**src/verilog/dtio_pkg.sv**
```systemverilog
// dtio_pkg: register map, field layout, reset values and timing counts for the
// drive terminal conditioning block; assumes a 100 MHz system clock
package dtio_pkg;

  localparam int unsigned CLK_HZ            = 100_000_000;
  localparam int unsigned TICK_MS           = 100;
  localparam int unsigned TICK_CYCLES       = CLK_HZ / 1000 * TICK_MS;
  localparam int unsigned PULSE_MS          = 250;
  localparam int unsigned PULSE_CYCLES      = CLK_HZ / 1000 * PULSE_MS;
  localparam int unsigned DELAY_MAX_TENTHS  = 36000;

  // register byte offsets
  localparam logic [7:0] OFS_BELOW_MIN   = 8'h00;
  localparam logic [7:0] OFS_FWD_DELAY   = 8'h04;
  localparam logic [7:0] OFS_REV_DELAY   = 8'h08;
  localparam logic [7:0] OFS_IN1_DELAY   = 8'h0C;
  localparam logic [7:0] OFS_POL_A       = 8'h10;
  localparam logic [7:0] OFS_POL_B       = 8'h14;
  localparam logic [7:0] OFS_COLL_FUNC   = 8'h18;
  localparam logic [7:0] OFS_RELAY_FUNC  = 8'h1C;
  localparam logic [7:0] OFS_IN_STATUS   = 8'h20;
  localparam logic [7:0] OFS_OUT_STATUS  = 8'h24;

  // reset values
  localparam logic [2:0]  RST_BELOW_MIN  = 3'h0;
  localparam logic [15:0] RST_DELAY      = 16'h0000;
  localparam logic [6:0]  RST_POLARITY   = 7'h00;
  localparam logic [5:0]  RST_COLL_FUNC  = 6'h00;
  localparam logic [5:0]  RST_RELAY_FUNC = 6'h02;

  // digital input bit positions
  localparam int unsigned BIT_FWD = 0;
  localparam int unsigned BIT_REV = 1;
  localparam int unsigned BIT_IN1 = 2;
  localparam int unsigned BIT_IN2 = 3;
  localparam int unsigned BIT_IN3 = 4;
  localparam int unsigned BIT_IN4 = 5;
  localparam int unsigned NUM_DIN = 6;

  typedef enum logic [5:0] {
    FN_NONE        = 6'h00,
    FN_RUNNING     = 6'h01,
    FN_FAULT_STOP  = 6'h02,
    FN_ZERO_SPEED  = 6'h05,
    FN_MOTOR_OLW   = 6'h06,
    FN_DRIVE_OLW   = 6'h07,
    FN_SET_COUNT   = 6'h08,
    FN_DES_COUNT   = 6'h09,
    FN_LENGTH      = 6'h0A,
    FN_SEQ_DONE    = 6'h0B,
    FN_RUN_TIME    = 6'h0C,
    FN_FREQ_LIMIT  = 6'h0D,
    FN_TORQUE_LIM  = 6'h0E,
    FN_READY       = 6'h0F,
    FN_CH1_GT_CH2  = 6'h10
  } dtio_func_type;

  // drive state flags from the rest of the controller
  typedef struct packed {
    logic running;
    logic zero_freq;
    logic fault_stop;
    logic motor_ol_warn;
    logic drive_ol_warn;
    logic set_count_hit;
    logic des_count_hit;
    logic length_over;
    logic seq_cycle_done;
    logic run_time_over;
    logic set_freq_out;
    logic out_freq_at_lim;
    logic torque_lim_stall;
    logic ready;
  } dtio_state_type;

  typedef struct packed {
    logic [15:0] value;
    logic        below_min;
  } dtio_analog_type;

endpackage

```
**src/verilog/dtio_top.sv**
```systemverilog
// dtio_top: terminal conditioning for analog inputs, digital input polarity
// and change delays, and function routing to collector and relay outputs.
// assumes an apb master on sys_clk_i and drive state flags on the same clock.
// Operation
// below minimum: digit 0 gives minimum point value, digit 1 gives zero
// policy digits: voltage, current, third input; default all zero
// forward, reverse, input one changes delayed 0.0 to 3600.0 s, default zero
// only those three inputs are delayed; others pass straight through
// each digital input polarity digit: 0 high active, 1 low active
// selector a digits: forward, reverse, input one, two, three
// selector b units digit sets polarity of input four
// wiring makes inputs valid by grounding, invalid when open; code does so only at polarity digit 1, at 0 an open input reads active
// collector function defaults to code 0, relay to code 2
// code 0 always off; code 1 on while running, even at zero frequency
// code 2 on when stopped by a fault
// code 5 on running at zero frequency, off when stopped
// code 6 on above motor overload pre-warning threshold
// code 7 on ten seconds before drive overload action
// code 8 set count reached; code 9 designated count reached
// code 10 on when actual length exceeds setpoint
// code 11 gives one 250 ms pulse per sequence cycle done
// code 12 on when accumulated running time exceeds threshold
// code 13 on when set frequency outside limit and output reached it
// code 14 on when torque limit hit and stall protection entered
// code 15 on when circuits stable, no fault, ready to run
// code 16 on while first analog channel exceeds second
// delays timed from 0.1 s tick; reverted changes never propagate
// reserved or unknown codes keep the output off
`timescale 1ns/1ps
`default_nettype none

module dtio_top
  import dtio_pkg::*;
#(
  parameter int unsigned TICK_CNT  = TICK_CYCLES,
  parameter int unsigned PULSE_CNT = PULSE_CYCLES
) (
  // clock and reset
  input  wire logic                  sys_clk_i,
  input  wire logic                  rst_i,
  // apb slave
  input  wire logic                  psel_i,
  input  wire logic                  penable_i,
  input  wire logic                  pwrite_i,
  input  wire logic [7:0]            paddr_i,
  input  wire logic [31:0]           pwdata_i,
  output logic      [31:0]           prdata_o,
  output logic                       pready_o,
  output logic                       pslverr_o,
  // terminal pins, raw levels
  input  wire logic [NUM_DIN-1:0]    din_pins_i,
  // analog channels, already scaled
  input  wire dtio_analog_type       analog_voltage_input_i,
  input  wire dtio_analog_type       analog_current_input_i,
  input  wire dtio_analog_type       analog_third_input_i,
  input  wire logic [15:0]           min_point_voltage_i,
  input  wire logic [15:0]           min_point_current_i,
  input  wire logic [15:0]           min_point_third_i,
  input  wire logic [15:0]           first_analog_channel_i,
  input  wire logic [15:0]           second_analog_channel_i,
  // drive state
  input  wire dtio_state_type        drive_state_i,
  // conditioned outputs
  output logic [NUM_DIN-1:0]         din_active_o,
  output logic [15:0]                voltage_setting_o,
  output logic [15:0]                current_setting_o,
  output logic [15:0]                third_setting_o,
  output logic                       open_collector_output_o,
  output logic                       relay_contact_output_o
);

  localparam int unsigned TW = $clog2(TICK_CNT + 1);
  localparam int unsigned PW = $clog2(PULSE_CNT + 1);

  // registers
  logic [2:0]         below_min_policy_select_reg;
  logic [15:0]        delay_reg [3];
  logic [4:0]         polarity_select_a_reg;
  logic               polarity_select_b_reg;
  logic [5:0]         collector_output_function_reg;
  logic [5:0]         relay_output_function_reg;

  // apb decode
  wire acc_phase = psel_i && penable_i;
  wire wr_en     = acc_phase && pwrite_i;
  wire sel_bmin  = paddr_i == OFS_BELOW_MIN;
  wire sel_fwd   = paddr_i == OFS_FWD_DELAY;
  wire sel_rev   = paddr_i == OFS_REV_DELAY;
  wire sel_in1   = paddr_i == OFS_IN1_DELAY;
  wire sel_pola  = paddr_i == OFS_POL_A;
  wire sel_polb  = paddr_i == OFS_POL_B;
  wire sel_coll  = paddr_i == OFS_COLL_FUNC;
  wire sel_rel   = paddr_i == OFS_RELAY_FUNC;
  wire sel_ist   = paddr_i == OFS_IN_STATUS;
  wire sel_ost   = paddr_i == OFS_OUT_STATUS;
  wire mapped    = sel_bmin || sel_fwd || sel_rev || sel_in1 || sel_pola
                || sel_polb || sel_coll || sel_rel || sel_ist || sel_ost;
  // delays beyond 3600.0 s are clamped so a timer never runs past range
  wire [15:0] wdelay = (pwdata_i[15:0] > 16'(DELAY_MAX_TENTHS))
                     ? 16'(DELAY_MAX_TENTHS) : pwdata_i[15:0];

  assign pready_o  = 1'b1;
  assign pslverr_o = acc_phase && !mapped;

  always_ff @(posedge sys_clk_i) begin
    if (rst_i) begin
      below_min_policy_select_reg   <= RST_BELOW_MIN;
      delay_reg[0]                  <= RST_DELAY;
      delay_reg[1]                  <= RST_DELAY;
      delay_reg[2]                  <= RST_DELAY;
      polarity_select_a_reg         <= RST_POLARITY[4:0];
      polarity_select_b_reg         <= RST_POLARITY[5];
      collector_output_function_reg <= RST_COLL_FUNC;
      relay_output_function_reg     <= RST_RELAY_FUNC;
    end else if (wr_en) begin
      if (sel_bmin) begin
        below_min_policy_select_reg <= pwdata_i[2:0];
      end
      if (sel_fwd) begin
        delay_reg[0] <= wdelay;
      end
      if (sel_rev) begin
        delay_reg[1] <= wdelay;
      end
      if (sel_in1) begin
        delay_reg[2] <= wdelay;
      end
      if (sel_pola) begin
        polarity_select_a_reg <= pwdata_i[4:0];
      end
      if (sel_polb) begin
        polarity_select_b_reg <= pwdata_i[0];
      end
      if (sel_coll) begin
        collector_output_function_reg <= pwdata_i[5:0];
      end
      if (sel_rel) begin
        relay_output_function_reg <= pwdata_i[5:0];
      end
    end
  end

  // analog below-minimum policy
  function automatic logic [15:0] below_min_sel(input dtio_analog_type a,
                                                input logic [15:0] minpt,
                                                input logic zero_sel);
    if (!a.below_min) begin
      return a.value;
    end else if (zero_sel) begin
      return 16'h0000;
    end
    return minpt;
  endfunction

  always_ff @(posedge sys_clk_i) begin
    if (rst_i) begin
      voltage_setting_o <= 16'h0000;
      current_setting_o <= 16'h0000;
      third_setting_o   <= 16'h0000;
    end else begin
      voltage_setting_o <= below_min_sel(analog_voltage_input_i, min_point_voltage_i,
                                         below_min_policy_select_reg[0]);
      current_setting_o <= below_min_sel(analog_current_input_i, min_point_current_i,
                                         below_min_policy_select_reg[1]);
      third_setting_o   <= below_min_sel(analog_third_input_i, min_point_third_i,
                                         below_min_policy_select_reg[2]);
    end
  end

  // pin synchroniser
  logic [NUM_DIN-1:0] sync1_reg;
  logic [NUM_DIN-1:0] sync2_reg;
  always_ff @(posedge sys_clk_i) begin
    if (rst_i) begin
      sync1_reg <= '0;
      sync2_reg <= '0;
    end else begin
      sync1_reg <= din_pins_i;
      sync2_reg <= sync1_reg;
    end
  end

  // polarity: a grounded terminal reads low at the pin
  wire [NUM_DIN-1:0] pol_vec = {polarity_select_b_reg, polarity_select_a_reg};
  wire [NUM_DIN-1:0] din_level = sync2_reg ^ pol_vec;

  // 0.1 s tick
  logic [TW-1:0] tick_cnt_reg;
  wire           tick = tick_cnt_reg == TW'(TICK_CNT - 1);
  always_ff @(posedge sys_clk_i) begin
    if (rst_i || tick) begin
      tick_cnt_reg <= '0;
    end else begin
      tick_cnt_reg <= tick_cnt_reg + TW'(1);
    end
  end

  // change delay for forward, reverse and input one
  wire  [2:0]  held;
  wire  [2:0]  dly_in = {din_level[BIT_IN1], din_level[BIT_REV], din_level[BIT_FWD]};

  // each timer owns its flops, so no variable has two writers
  for (genvar g = 0; g < 3; g++) begin : g_dly
    logic        held_reg;
    logic [15:0] dcnt_reg;
    wire         differs = dly_in[g] != held_reg;
    assign held[g] = held_reg;
    always_ff @(posedge sys_clk_i) begin
      if (rst_i) begin
        held_reg <= 1'b0;
        dcnt_reg <= 16'h0000;
      end else if (!differs) begin
        dcnt_reg <= 16'h0000;
      end else if (dcnt_reg >= delay_reg[g]) begin
        held_reg <= dly_in[g];
        dcnt_reg <= 16'h0000;
      end else if (tick) begin
        dcnt_reg <= dcnt_reg + 16'h0001;
      end
    end
  end

  always_ff @(posedge sys_clk_i) begin
    if (rst_i) begin
      din_active_o <= '0;
    end else begin
      din_active_o <= {din_level[BIT_IN4], din_level[BIT_IN3], din_level[BIT_IN2],
                       held[2], held[1], held[0]};
    end
  end

  // sequence completion pulse stretcher
  logic [PW-1:0] pulse_cnt_reg;
  logic          seq_done_d_reg;
  wire           seq_rise = drive_state_i.seq_cycle_done && !seq_done_d_reg;
  always_ff @(posedge sys_clk_i) begin
    if (rst_i) begin
      pulse_cnt_reg  <= '0;
      seq_done_d_reg <= 1'b0;
    end else begin
      seq_done_d_reg <= drive_state_i.seq_cycle_done;
      if (seq_rise) begin
        pulse_cnt_reg <= PW'(PULSE_CNT);
      end else if (pulse_cnt_reg != '0) begin
        pulse_cnt_reg <= pulse_cnt_reg - PW'(1);
      end
    end
  end
  wire seq_pulse = pulse_cnt_reg != '0;

  // condition per function code
  function automatic logic func_sel(input logic [5:0] code,
                                    input dtio_state_type s,
                                    input logic pulse,
                                    input logic ch_gt);
    case (code)
      FN_RUNNING:    return s.running;
      FN_FAULT_STOP: return s.fault_stop;
      FN_ZERO_SPEED: return s.running && s.zero_freq;
      FN_MOTOR_OLW:  return s.motor_ol_warn;
      FN_DRIVE_OLW:  return s.drive_ol_warn;
      FN_SET_COUNT:  return s.set_count_hit;
      FN_DES_COUNT:  return s.des_count_hit;
      FN_LENGTH:     return s.length_over;
      FN_SEQ_DONE:   return pulse;
      FN_RUN_TIME:   return s.run_time_over;
      FN_FREQ_LIMIT: return s.set_freq_out && s.out_freq_at_lim;
      FN_TORQUE_LIM: return s.torque_lim_stall;
      FN_READY:      return s.ready && !s.fault_stop;
      FN_CH1_GT_CH2: return ch_gt;
      default:       return 1'b0;
    endcase
  endfunction

  wire ch_gt = first_analog_channel_i > second_analog_channel_i;

  always_ff @(posedge sys_clk_i) begin
    if (rst_i) begin
      open_collector_output_o <= 1'b0;
      relay_contact_output_o  <= 1'b0;
    end else begin
      open_collector_output_o <= func_sel(collector_output_function_reg, drive_state_i,
                                          seq_pulse, ch_gt);
      relay_contact_output_o  <= func_sel(relay_output_function_reg, drive_state_i,
                                          seq_pulse, ch_gt);
    end
  end

  // read mux
  always_comb begin
    prdata_o = 32'h0000_0000;
    if (sel_bmin) begin
      prdata_o = {29'h0, below_min_policy_select_reg};
    end else if (sel_fwd) begin
      prdata_o = {16'h0, delay_reg[0]};
    end else if (sel_rev) begin
      prdata_o = {16'h0, delay_reg[1]};
    end else if (sel_in1) begin
      prdata_o = {16'h0, delay_reg[2]};
    end else if (sel_pola) begin
      prdata_o = {27'h0, polarity_select_a_reg};
    end else if (sel_polb) begin
      prdata_o = {31'h0, polarity_select_b_reg};
    end else if (sel_coll) begin
      prdata_o = {26'h0, collector_output_function_reg};
    end else if (sel_rel) begin
      prdata_o = {26'h0, relay_output_function_reg};
    end else if (sel_ist) begin
      prdata_o = {26'h0, din_active_o};
    end else if (sel_ost) begin
      prdata_o = {30'h0, relay_contact_output_o, open_collector_output_o};
    end
  end

endmodule

`default_nettype wire

```
**config.mk**
```make
export PLATFORM = sky130hd
export DESIGN_NAME = dtio_top
export DESIGN_NICKNAME = d
export VERILOG_FILES = /design/src/verilog/dtio_pkg.sv /design/src/verilog/dtio_top.sv
export SDC_FILE = /design/constraint.sdc
export NUM_CORES = 1
export LEC_CHECK = 0
export BUFFER_PORTS_ARGS = -buffer_cell sky130_fd_sc_hd__buf_2
export CAP_MARGIN = 0
export CELL_PAD_IN_SITES_DETAIL_PLACEMENT = 1
export CELL_PAD_IN_SITES_GLOBAL_PLACEMENT = 2
export CORE_UTILIZATION = 32
export DETAILED_ROUTE_END_ITERATION = 10
export PLACE_DENSITY = 0.78
export SYNTH_ARGS = -nofsm -noshare
export SYNTH_HDL_FRONTEND = slang
export SYNTH_SLANG_ARGS = --single-unit
```
**constraint.sdc**
```tcl
create_clock -name sys_clk_i -period 3.4 [get_ports sys_clk_i]
set_clock_uncertainty 0.15 [all_clocks]
set_input_delay 0.34 -clock sys_clk_i [delete_from_list [all_inputs] [get_ports sys_clk_i]]
set_output_delay 0.34 -clock sys_clk_i [all_outputs]
set_load 0.1 [all_outputs]
```
==> results of run 1 <==
critical path, cell delays in order (launching register included):
cell	delay [ns]
dfxtp_1	0.47
inv_1	0.14
o211ai_1	0.19
o311ai_0	0.14
o21ai_0	0.22
o2111ai_1	0.21
o211ai_1	0.13
buf_4	0.18
buf_12	0.17
what timing repair did:
item,4_1_cts,5_1_grt
hold endpoints to repair,68,0
resized for setup,0,0
hold buffers,101,0
power by group:
part / total [uW] / internal (uW) / switching [uW]
logic: 1190 / 403 / 790
clock network: 3140 / 1950 / 1190
registers: 3060 / 2990 / 65.4
per-layer routing:
metal | share of wire (%) | track usage [%] | vias up
li1 | - | - | 5416
met1 | 43 | 24.5 | 5390
met2 | 49 | 36.2 | 269
met3 | 5.1 | 3.52 | 66
met4 | 2.6 | 6.08 | 0
met5 | 0 | 0 | -
layout make-up:
class | count | area, sq um | area share [%]
tap | 504 | 631 | 3.91
clock buffer | 43 | 818 | 5.07
clock inverter | 9 | 146 | 0.907
multi-input combinational | 989 | 6290 | 39.0
antenna | 2 | 5.00 | 0.0310
sequential | 238 | 5250 | 32.5
inverter | 80 | 300 | 1.86
timing repair buffer | 378 | 2700 | 16.7
synthesized netlist by cell type, types with 3 or more instances:
| library cell | number | share of area (%) |
|---|---|---|
| inv_1 | 80 | 2.5 |
| mux2i_1 | 15 | 1.2 |
| buf_4 | 18 | 1.1 |
| o21a_1 | 8 | 0.50 |
| edfxtp_1 | 48 | 12 |
| o21ai_0 | 36 | 1.5 |
| ha_1 | 69 | 7.1 |
| dfxtp_1 | 190 | 31 |
| a31o_2 | 3 | 0.22 |
| nor3b_1 | 3 | 0.19 |
| buf_2 | 3 | 0.12 |
| a221o_1 | 4 | 0.33 |
| a22oi_1 | 15 | 0.93 |
| o31ai_1 | 4 | 0.25 |
| buf_1 | 4 | 0.12 |
| or3_1 | 11 | 0.57 |
| o211ai_1 | 4 | 0.25 |
| a21oi_1 | 100 | 4.1 |
| nand3_1 | 81 | 3.4 |
| a211oi_1 | 11 | 0.68 |
| a32oi_1 | 3 | 0.22 |
| mux2_2 | 4 | 0.37 |
| xnor2_1 | 30 | 2.2 |
| nor2b_1 | 75 | 3.9 |
| clkbuf_1 | 56 | 1.7 |
| nor2_1 | 180 | 5.6 |
| and4_1 | 6 | 0.43 |
| a31oi_1 | 6 | 0.31 |
| nor4_1 | 11 | 0.57 |
| xor2_1 | 62 | 4.5 |
| or2_2 | 5 | 0.26 |
| nor4b_1 | 3 | 0.22 |
| or4_1 | 6 | 0.37 |
| nor3_2 | 3 | 0.25 |
| nor3_1 | 18 | 0.75 |
| nand2_1 | 71 | 2.2 |
| o2111ai_1 | 4 | 0.29 |
| nand4_1 | 26 | 1.3 |
| nand2b_1 | 8 | 0.41 |
| and3_1 | 24 | 1.2 |
| and2_1 | 18 | 0.93 |
| a21o_1 | 16 | 0.99 |
how the worst min path moves through the flow:
stage	to	cells past startpoint	slack [ns]	from
after global placement	sync2_reg[3]$_SDFF_PP0_	1	0.28	sync1_reg[3]$_SDFF_PP0_
after global routing	delay_reg[0][8]$_DFFE_PP_	2	0.01	pwdata_i[8]
after detailed placement	sync2_reg[3]$_SDFF_PP0_	1	0.28	sync1_reg[3]$_SDFF_PP0_
final	delay_reg[0][8]$_DFFE_PP_	2	0.02	pwdata_i[8]
after CTS	delay_reg[0][8]$_DFFE_PP_	2	0.00003	pwdata_i[8]
after floorplan	sync2_reg[0]$_SDFF_PP0_	1	0.26	sync1_reg[0]$_SDFF_PP0_
per-stage QoR:
step / instances / utilization, % / power, uW / TNS, ns
detailed placement: 2088 / 38.4 / 4190 / 0
finish: 2243 / 43.8 / 7390 / 0
CTS: 2241 / 43.7 / 7470 / 0
global route: 2243 / 43.8 / 7670 / 0
global placement: 2088 / 38.4 / 4170 / 0
floorplan: 1388 / - / 3890 / -0.0196
logic make-up after synthesis:
logic type                 synth area share [%]
AOI/OAI and AO/OA                          12.1
and+or+nand+nor                            23.2
xor gates and xnor gates                   6.67
adders and majority gates                  7.14
other                                    0.0621
DFF                                        43.4
buffers and inverters                      5.59
muxes                                      1.80
==> PnR_summary.wiki, run 1 <==
{| class="wikitable"
! Metric !! Value
|-
| Starting utilization of the core area || 32.8%
|-
| Final worst hold slack || 0.0172 ns
|-
| Critical path capture point type || output pin
|-
| Number of nets with antenna violations after detailed routing || 0
|-
| Crit path required time || just under 3 ns
|-
| Post-route DRC violation count || 0
|-
| Vias per Instance || 4.97
|-
| Most frequent standard cell in the layout excluding fill and tap cells || buf_2
|-
| Shortest clock period the worst path allows after layout || slightly below 3 ns
|-
| Post-route clock period utilization || 84.9%
|-
| Clk root buf || clkbuf_16
|-
| Max-slew violation count || 0
|-
| Maximum fanout along the worst path || 7
|-
| Timing-limited maximum frequency || 346 MHz
|-
| Number of iterations in the first detailed-routing pass || 4
|-
| Cell area after synthesis || about 12000 sq um
|-
| Core Region || between 30000 and 40000 sq um
|-
| Worst EP arrival || 2.40 ns
|-
| Yosys cell types || 66
|-
| Worst VDD drop || 0.340 mV
|-
| Die boundary width || roughly 200 um
|-
| Commonest cells after routing, fill and taps aside || buf_2 (235), dfxtp_1 (190), nor2_1 (178)
|-
| Avg Synthesized Cell Area || between 8 and 9 sq um
|-
| Register-to-register setup slack || 0.57 ns
|-
| # port buffers || between 200 and 300
|-
| Synthesis-to-layout area growth || 33.5%
|-
| Actual slew at the worst max-slew pin || 0.645 ns
|-
| CP startpoint kind || register
|-
| Average wire per cell in the routed design || 17.4 um
|-
| Finished layout cell area || about 16000 sq um
|-
| Tightest Hold Check Type || in2reg
|-
| Start point of the critical path || collector_output_function_reg[0]$_SDFFE_PP0P_
|-
| Max_slew headroom || 57.0%
|-
| Initial antenna violation count || 2
|-
| Critical path endpoint || prdata_o[0]
|-
| Worst reg2reg endpoint || g_dly[2].dcnt_reg[3]$_SDFFE_PP0P_
|-
| Post-layout worst setup margin || between 0.5 and 0.6 ns
|-
| Reg-to-reg critical path startpoint || delay_reg[0][45]$_DFFE_PP_
|-
| DRC violation total after the first TritonRoute iteration || about 440
|-
| Sink count of the clock tree || between 200 and 250
|-
| Vertical extent of the die || around 200 um
|-
| Clk slew on worst S/H paths || ~0.06 ns
|-
| Vias in the first global route || 11800
|-
| Area post-placement || 14200 sq um
|-
| Ratio of total power to cell area || 458 nW/um^2
|-
| Synthesized flop and latch total || between 200 and 250
|-
| First-pass GRT wire length || between 60000 and 70000 um
|-
| Final count of hold timing violations || 0
|-
| Pin count of the biggest net entering global routing || 51
|-
| Maximum Capacitance Violations || 0
|-
| Async set or reset register ratio after synthesis || 0%
|-
| Top_reg_cell synth || dfxtp_1
|-
| Half-perimeter wire length after detailed placement || between 20000 and 30000 um
|-
| Buffers from clock root to sink, at most || 3
|-
| Synth Warn # || 0
|-
| Net count reported at finish || 1980
|-
| Number of H-tree levels || 1
|-
| Placer Congestion || around 0.84
|-
| Place WS || between 0.5 and 0.6 ns
|-
| Count of pins on the block boundary || roughly 290
|-
| Clock tree from TritonCTS || done
|-
| Number of vias after detailed routing || approximately 11000
|-
| Final Routed Wirelength || between 30000 and 40000 um
|-
| Sequential-to-total area share from yosys stat || a little over two fifths
|-
| Cell count after synthesis || roughly 1400
|-
| Number of filler instances in the final layout || 4360
|-
| GRT Total Usage || 20.2%
|-
| Finish-stage setup viols || 0
|-
| Die ar. || ~39000 sq um
|-
| Register-to-Register Path Depth || 8
|-
| Result of the run || completed
|-
| Setup repair after global routing missed its margin || false
|-
| Crit path kind || reg2out
|-
| EDFF count, synth || 48
|-
| Number of rows in the core area || 70
|-
| Share of final-layout standard cells stronger than drive strength 1 || 20.3%
|-
| Insertion delay to the later sink of the worst-skew pair || 0.54 ns
|-
| Static leakage power || 0.00682 uW
|-
| Gr ovfl total || 0
|-
| Cts bufs inserted || 28
|-
| Post-CTS setup buffer count || 0
|}
Note: power is estimated with default switching activity, not from simulation.
==> run 2, diff against run 1 <==
==> constraint.sdc (replaced) <==
create_clock -name sys_clk_i -period 2.8 [get_ports sys_clk_i]
set_clock_uncertainty 0.15 [all_clocks]
set_input_delay 0.28 -clock sys_clk_i [delete_from_list [all_inputs] [get_ports sys_clk_i]]
set_output_delay 0.28 -clock sys_clk_i [all_outputs]
set_load 0.1 [all_outputs]
==> PnR_summary.wiki, run 2 (synthesis results as in run 1) <==
{| class="wikitable"
! Metric !! Value
|-
| Gr ovfl total || 0 (unchanged)
|-
| Tightest Hold Check Type || in2reg
|-
| Final count of hold timing violations || 0 (unchanged)
|-
| Clk slew on worst S/H paths || 0.06 ns (about the same)
|-
| Starting utilization of the core area || 32.8% (unchanged)
|-
| Die boundary width || 196 um (unchanged)
|-
| GRT Total Usage || 20.7% (+0.54 points)
|-
| Ratio of total power to cell area || 546 nW/um^2 (+19%)
|-
| Vias in the first global route || 12000 (+2.3%)
|-
| Maximum Capacitance Violations || 0 (unchanged)
|-
| Average wire per cell in the routed design || 17.6 um (+1.1%)
|-
| Initial antenna violation count || 2 (unchanged)
|-
| Max_slew headroom || 15.7% (-41 points)
|-
| Post-route DRC violation count || 0 (unchanged)
|-
| Final worst hold slack || 0.0249 ns (+0.00771 ns)
|-
| Half-perimeter wire length after detailed placement || 28800 um (+0.98%)
|-
| Worst EP arrival || 2.26 ns (-0.14 ns)
|-
| Static leakage power || 0.00697 uW (+2.3%)
|-
| Die ar. || 38600 sq um (unchanged)
|-
| Placer Congestion || 0.814 (-2.7%)
|-
| Vias per Instance || 4.95 (-0.32%)
|-
| Most frequent standard cell in the layout excluding fill and tap cells || buf_2
|-
| DRC violation total after the first TritonRoute iteration || 476 (+8.9%)
|-
| Cts bufs inserted || 29 (+3.6%)
|-
| Max-slew violation count || 0 (unchanged)
|-
| # port buffers || 252 (unchanged)
|-
| Sink count of the clock tree || 238 (unchanged)
|-
| CP startpoint kind || register
|-
| Clk root buf || clkbuf_16
|-
| Clock tree from TritonCTS || done
|-
| Commonest cells after routing, fill and taps aside || buf_2 (236), dfxtp_1 (190), nor2_1 (178)
|-
| Crit path required time || 2.37 ns (-0.54 ns)
|-
| Synthesis-to-layout area growth || 36.1%
|-
| Pwr Total || 8990 uW (+22%)
|-
| Finish-stage setup viols || 0 (unchanged)
|-
| Post-route clock period utilization || about 96%
|-
| Setup repair after global routing missed its margin || true
|-
| Result of the run || completed
|-
| Critical path capture point type || output pin
|-
| Number of vias after detailed routing || 11200 (+0.92%)
|-
| Actual slew at the worst max-slew pin || 1.26 ns (+0.617 ns)
|-
| First-pass GRT wire length || 63600 um (+2.4%)
|-
| Core Region || 36900 sq um (unchanged)
|-
| Buffers from clock root to sink, at most || 3 (unchanged)
|-
| Shortest clock period the worst path allows after layout || between 2 and 3 ns
|-
| Crit path kind || reg2out
|-
| Final Routed Wirelength || 40000 um (+2.4%)
|-
| Share of final-layout standard cells stronger than drive strength 1 || 21.7% (+1.4 points)
|-
| Pin count of the biggest net entering global routing || 51 (unchanged)
|-
| Insertion delay to the later sink of the worst-skew pair || 0.56 ns (+0.02 ns)
|-
| Number of nets with antenna violations after detailed routing || 0 (unchanged)
|-
| Worst VDD drop || 0.357 mV (+5.0%)
|-
| Number of H-tree levels || 1 (unchanged)
|-
| Count of pins on the block boundary || 286 (unchanged)
|-
| Maximum fanout along the worst path || 4 (-3)
|-
| Vertical extent of the die || 196 um (unchanged)
|-
| Timing-limited maximum frequency || roughly 370 MHz
|-
| Number of iterations in the first detailed-routing pass || 4 (unchanged)
|-
| Net count reported at finish || 2010 (+1.5%)
|-
| Number of rows in the core area || 70 (unchanged)
|}
[run 2: final cells by class]
class / count / area, sq um
clock inverter: 16 / 184
timing repair buffer: 407 / 2970
inverter: 80 / 300
multi-input combinational: 989 / 6350
tap: 504 / 631
fill: 4353 / 20400
clock buffer: 34 / 764
antenna: 3 / 7.51
sequential: 238 / 5250
[run 2: metrics by stage]
stage | utilization [%] | setup TNS [ns] | area, sq um | std cells | setup WS [ns]
6_report | 44.6 | 0 | 16500 | 2271 | 0.109
5_1_grt | 44.6 | -0.0193 | 16500 | 2271 | -0.0193
4_1_cts | 44.6 | 0 | 16400 | 2268 | 0.00392
3_5_place_dp | 38.9 | 0 | 14400 | 2105 | 0.115
3_3_place_gp | 38.9 | 0 | 14400 | 2105 | 0.170
2_1_floorplan | - | -0.843 | 12300 | 1388 | -0.500
[run 2: final timing paths]
| check | startpoint | endpoint | slack, ns | depth (start not counted) |
|---|---|---|---|---|
| setup / recovery | collector_output_function_reg[0]$_SDFFE_PP0P_ | prdata_o[0] | 0.11 | 7 |
| hold / removal | analog_voltage_input_i[7] | voltage_setting_o[6]$_SDFF_PP0_ | 0.02 | 4 |
| setup reg to reg | pulse_cnt_reg[16]$_SDFFE_PP0P_ | pulse_cnt_reg[11]$_SDFFE_PP0P_ | 0.14 | 7 |
| hold reg to reg | sync1_reg[3]$_SDFF_PP0_ | sync2_reg[3]$_SDFF_PP0_ | 0.29 | 1 |
[run 2: metal layers]
metal  routed length (um)  GRT usage, %  vias to the layer above
met2                19600          36.7                      286
met1                16900          24.7                     5414
li1                     -             -                     5476
met4                 1450          8.45                        0
met5                    0             0                        -
met3                 2000          3.66                       68
[run 2: what timing repair did]
item	4_1_cts	5_1_grt
buffers inserted	0	0
endpoints found under the setup margin	0	2
hold buffers	113	0
hold endpoints to repair	101	0
resized for setup	0	3
[run 2: worst max-delay path, cell delays in order, from the launching register on]
cell and delay [ns]:
dfxtp_1 0.33, inv_1 0.08, o211ai_1 0.18, o311ai_0 0.15, o21ai_1 0.21, o2111ai_1 0.18
o211ai_1 0.31, buf_12 0.25
[run 2: where the power goes]
part           internal, uW  switching [uW]
registers              3630            79.9
logic                   511             969
clock network          2300            1500
total                  6440            2550
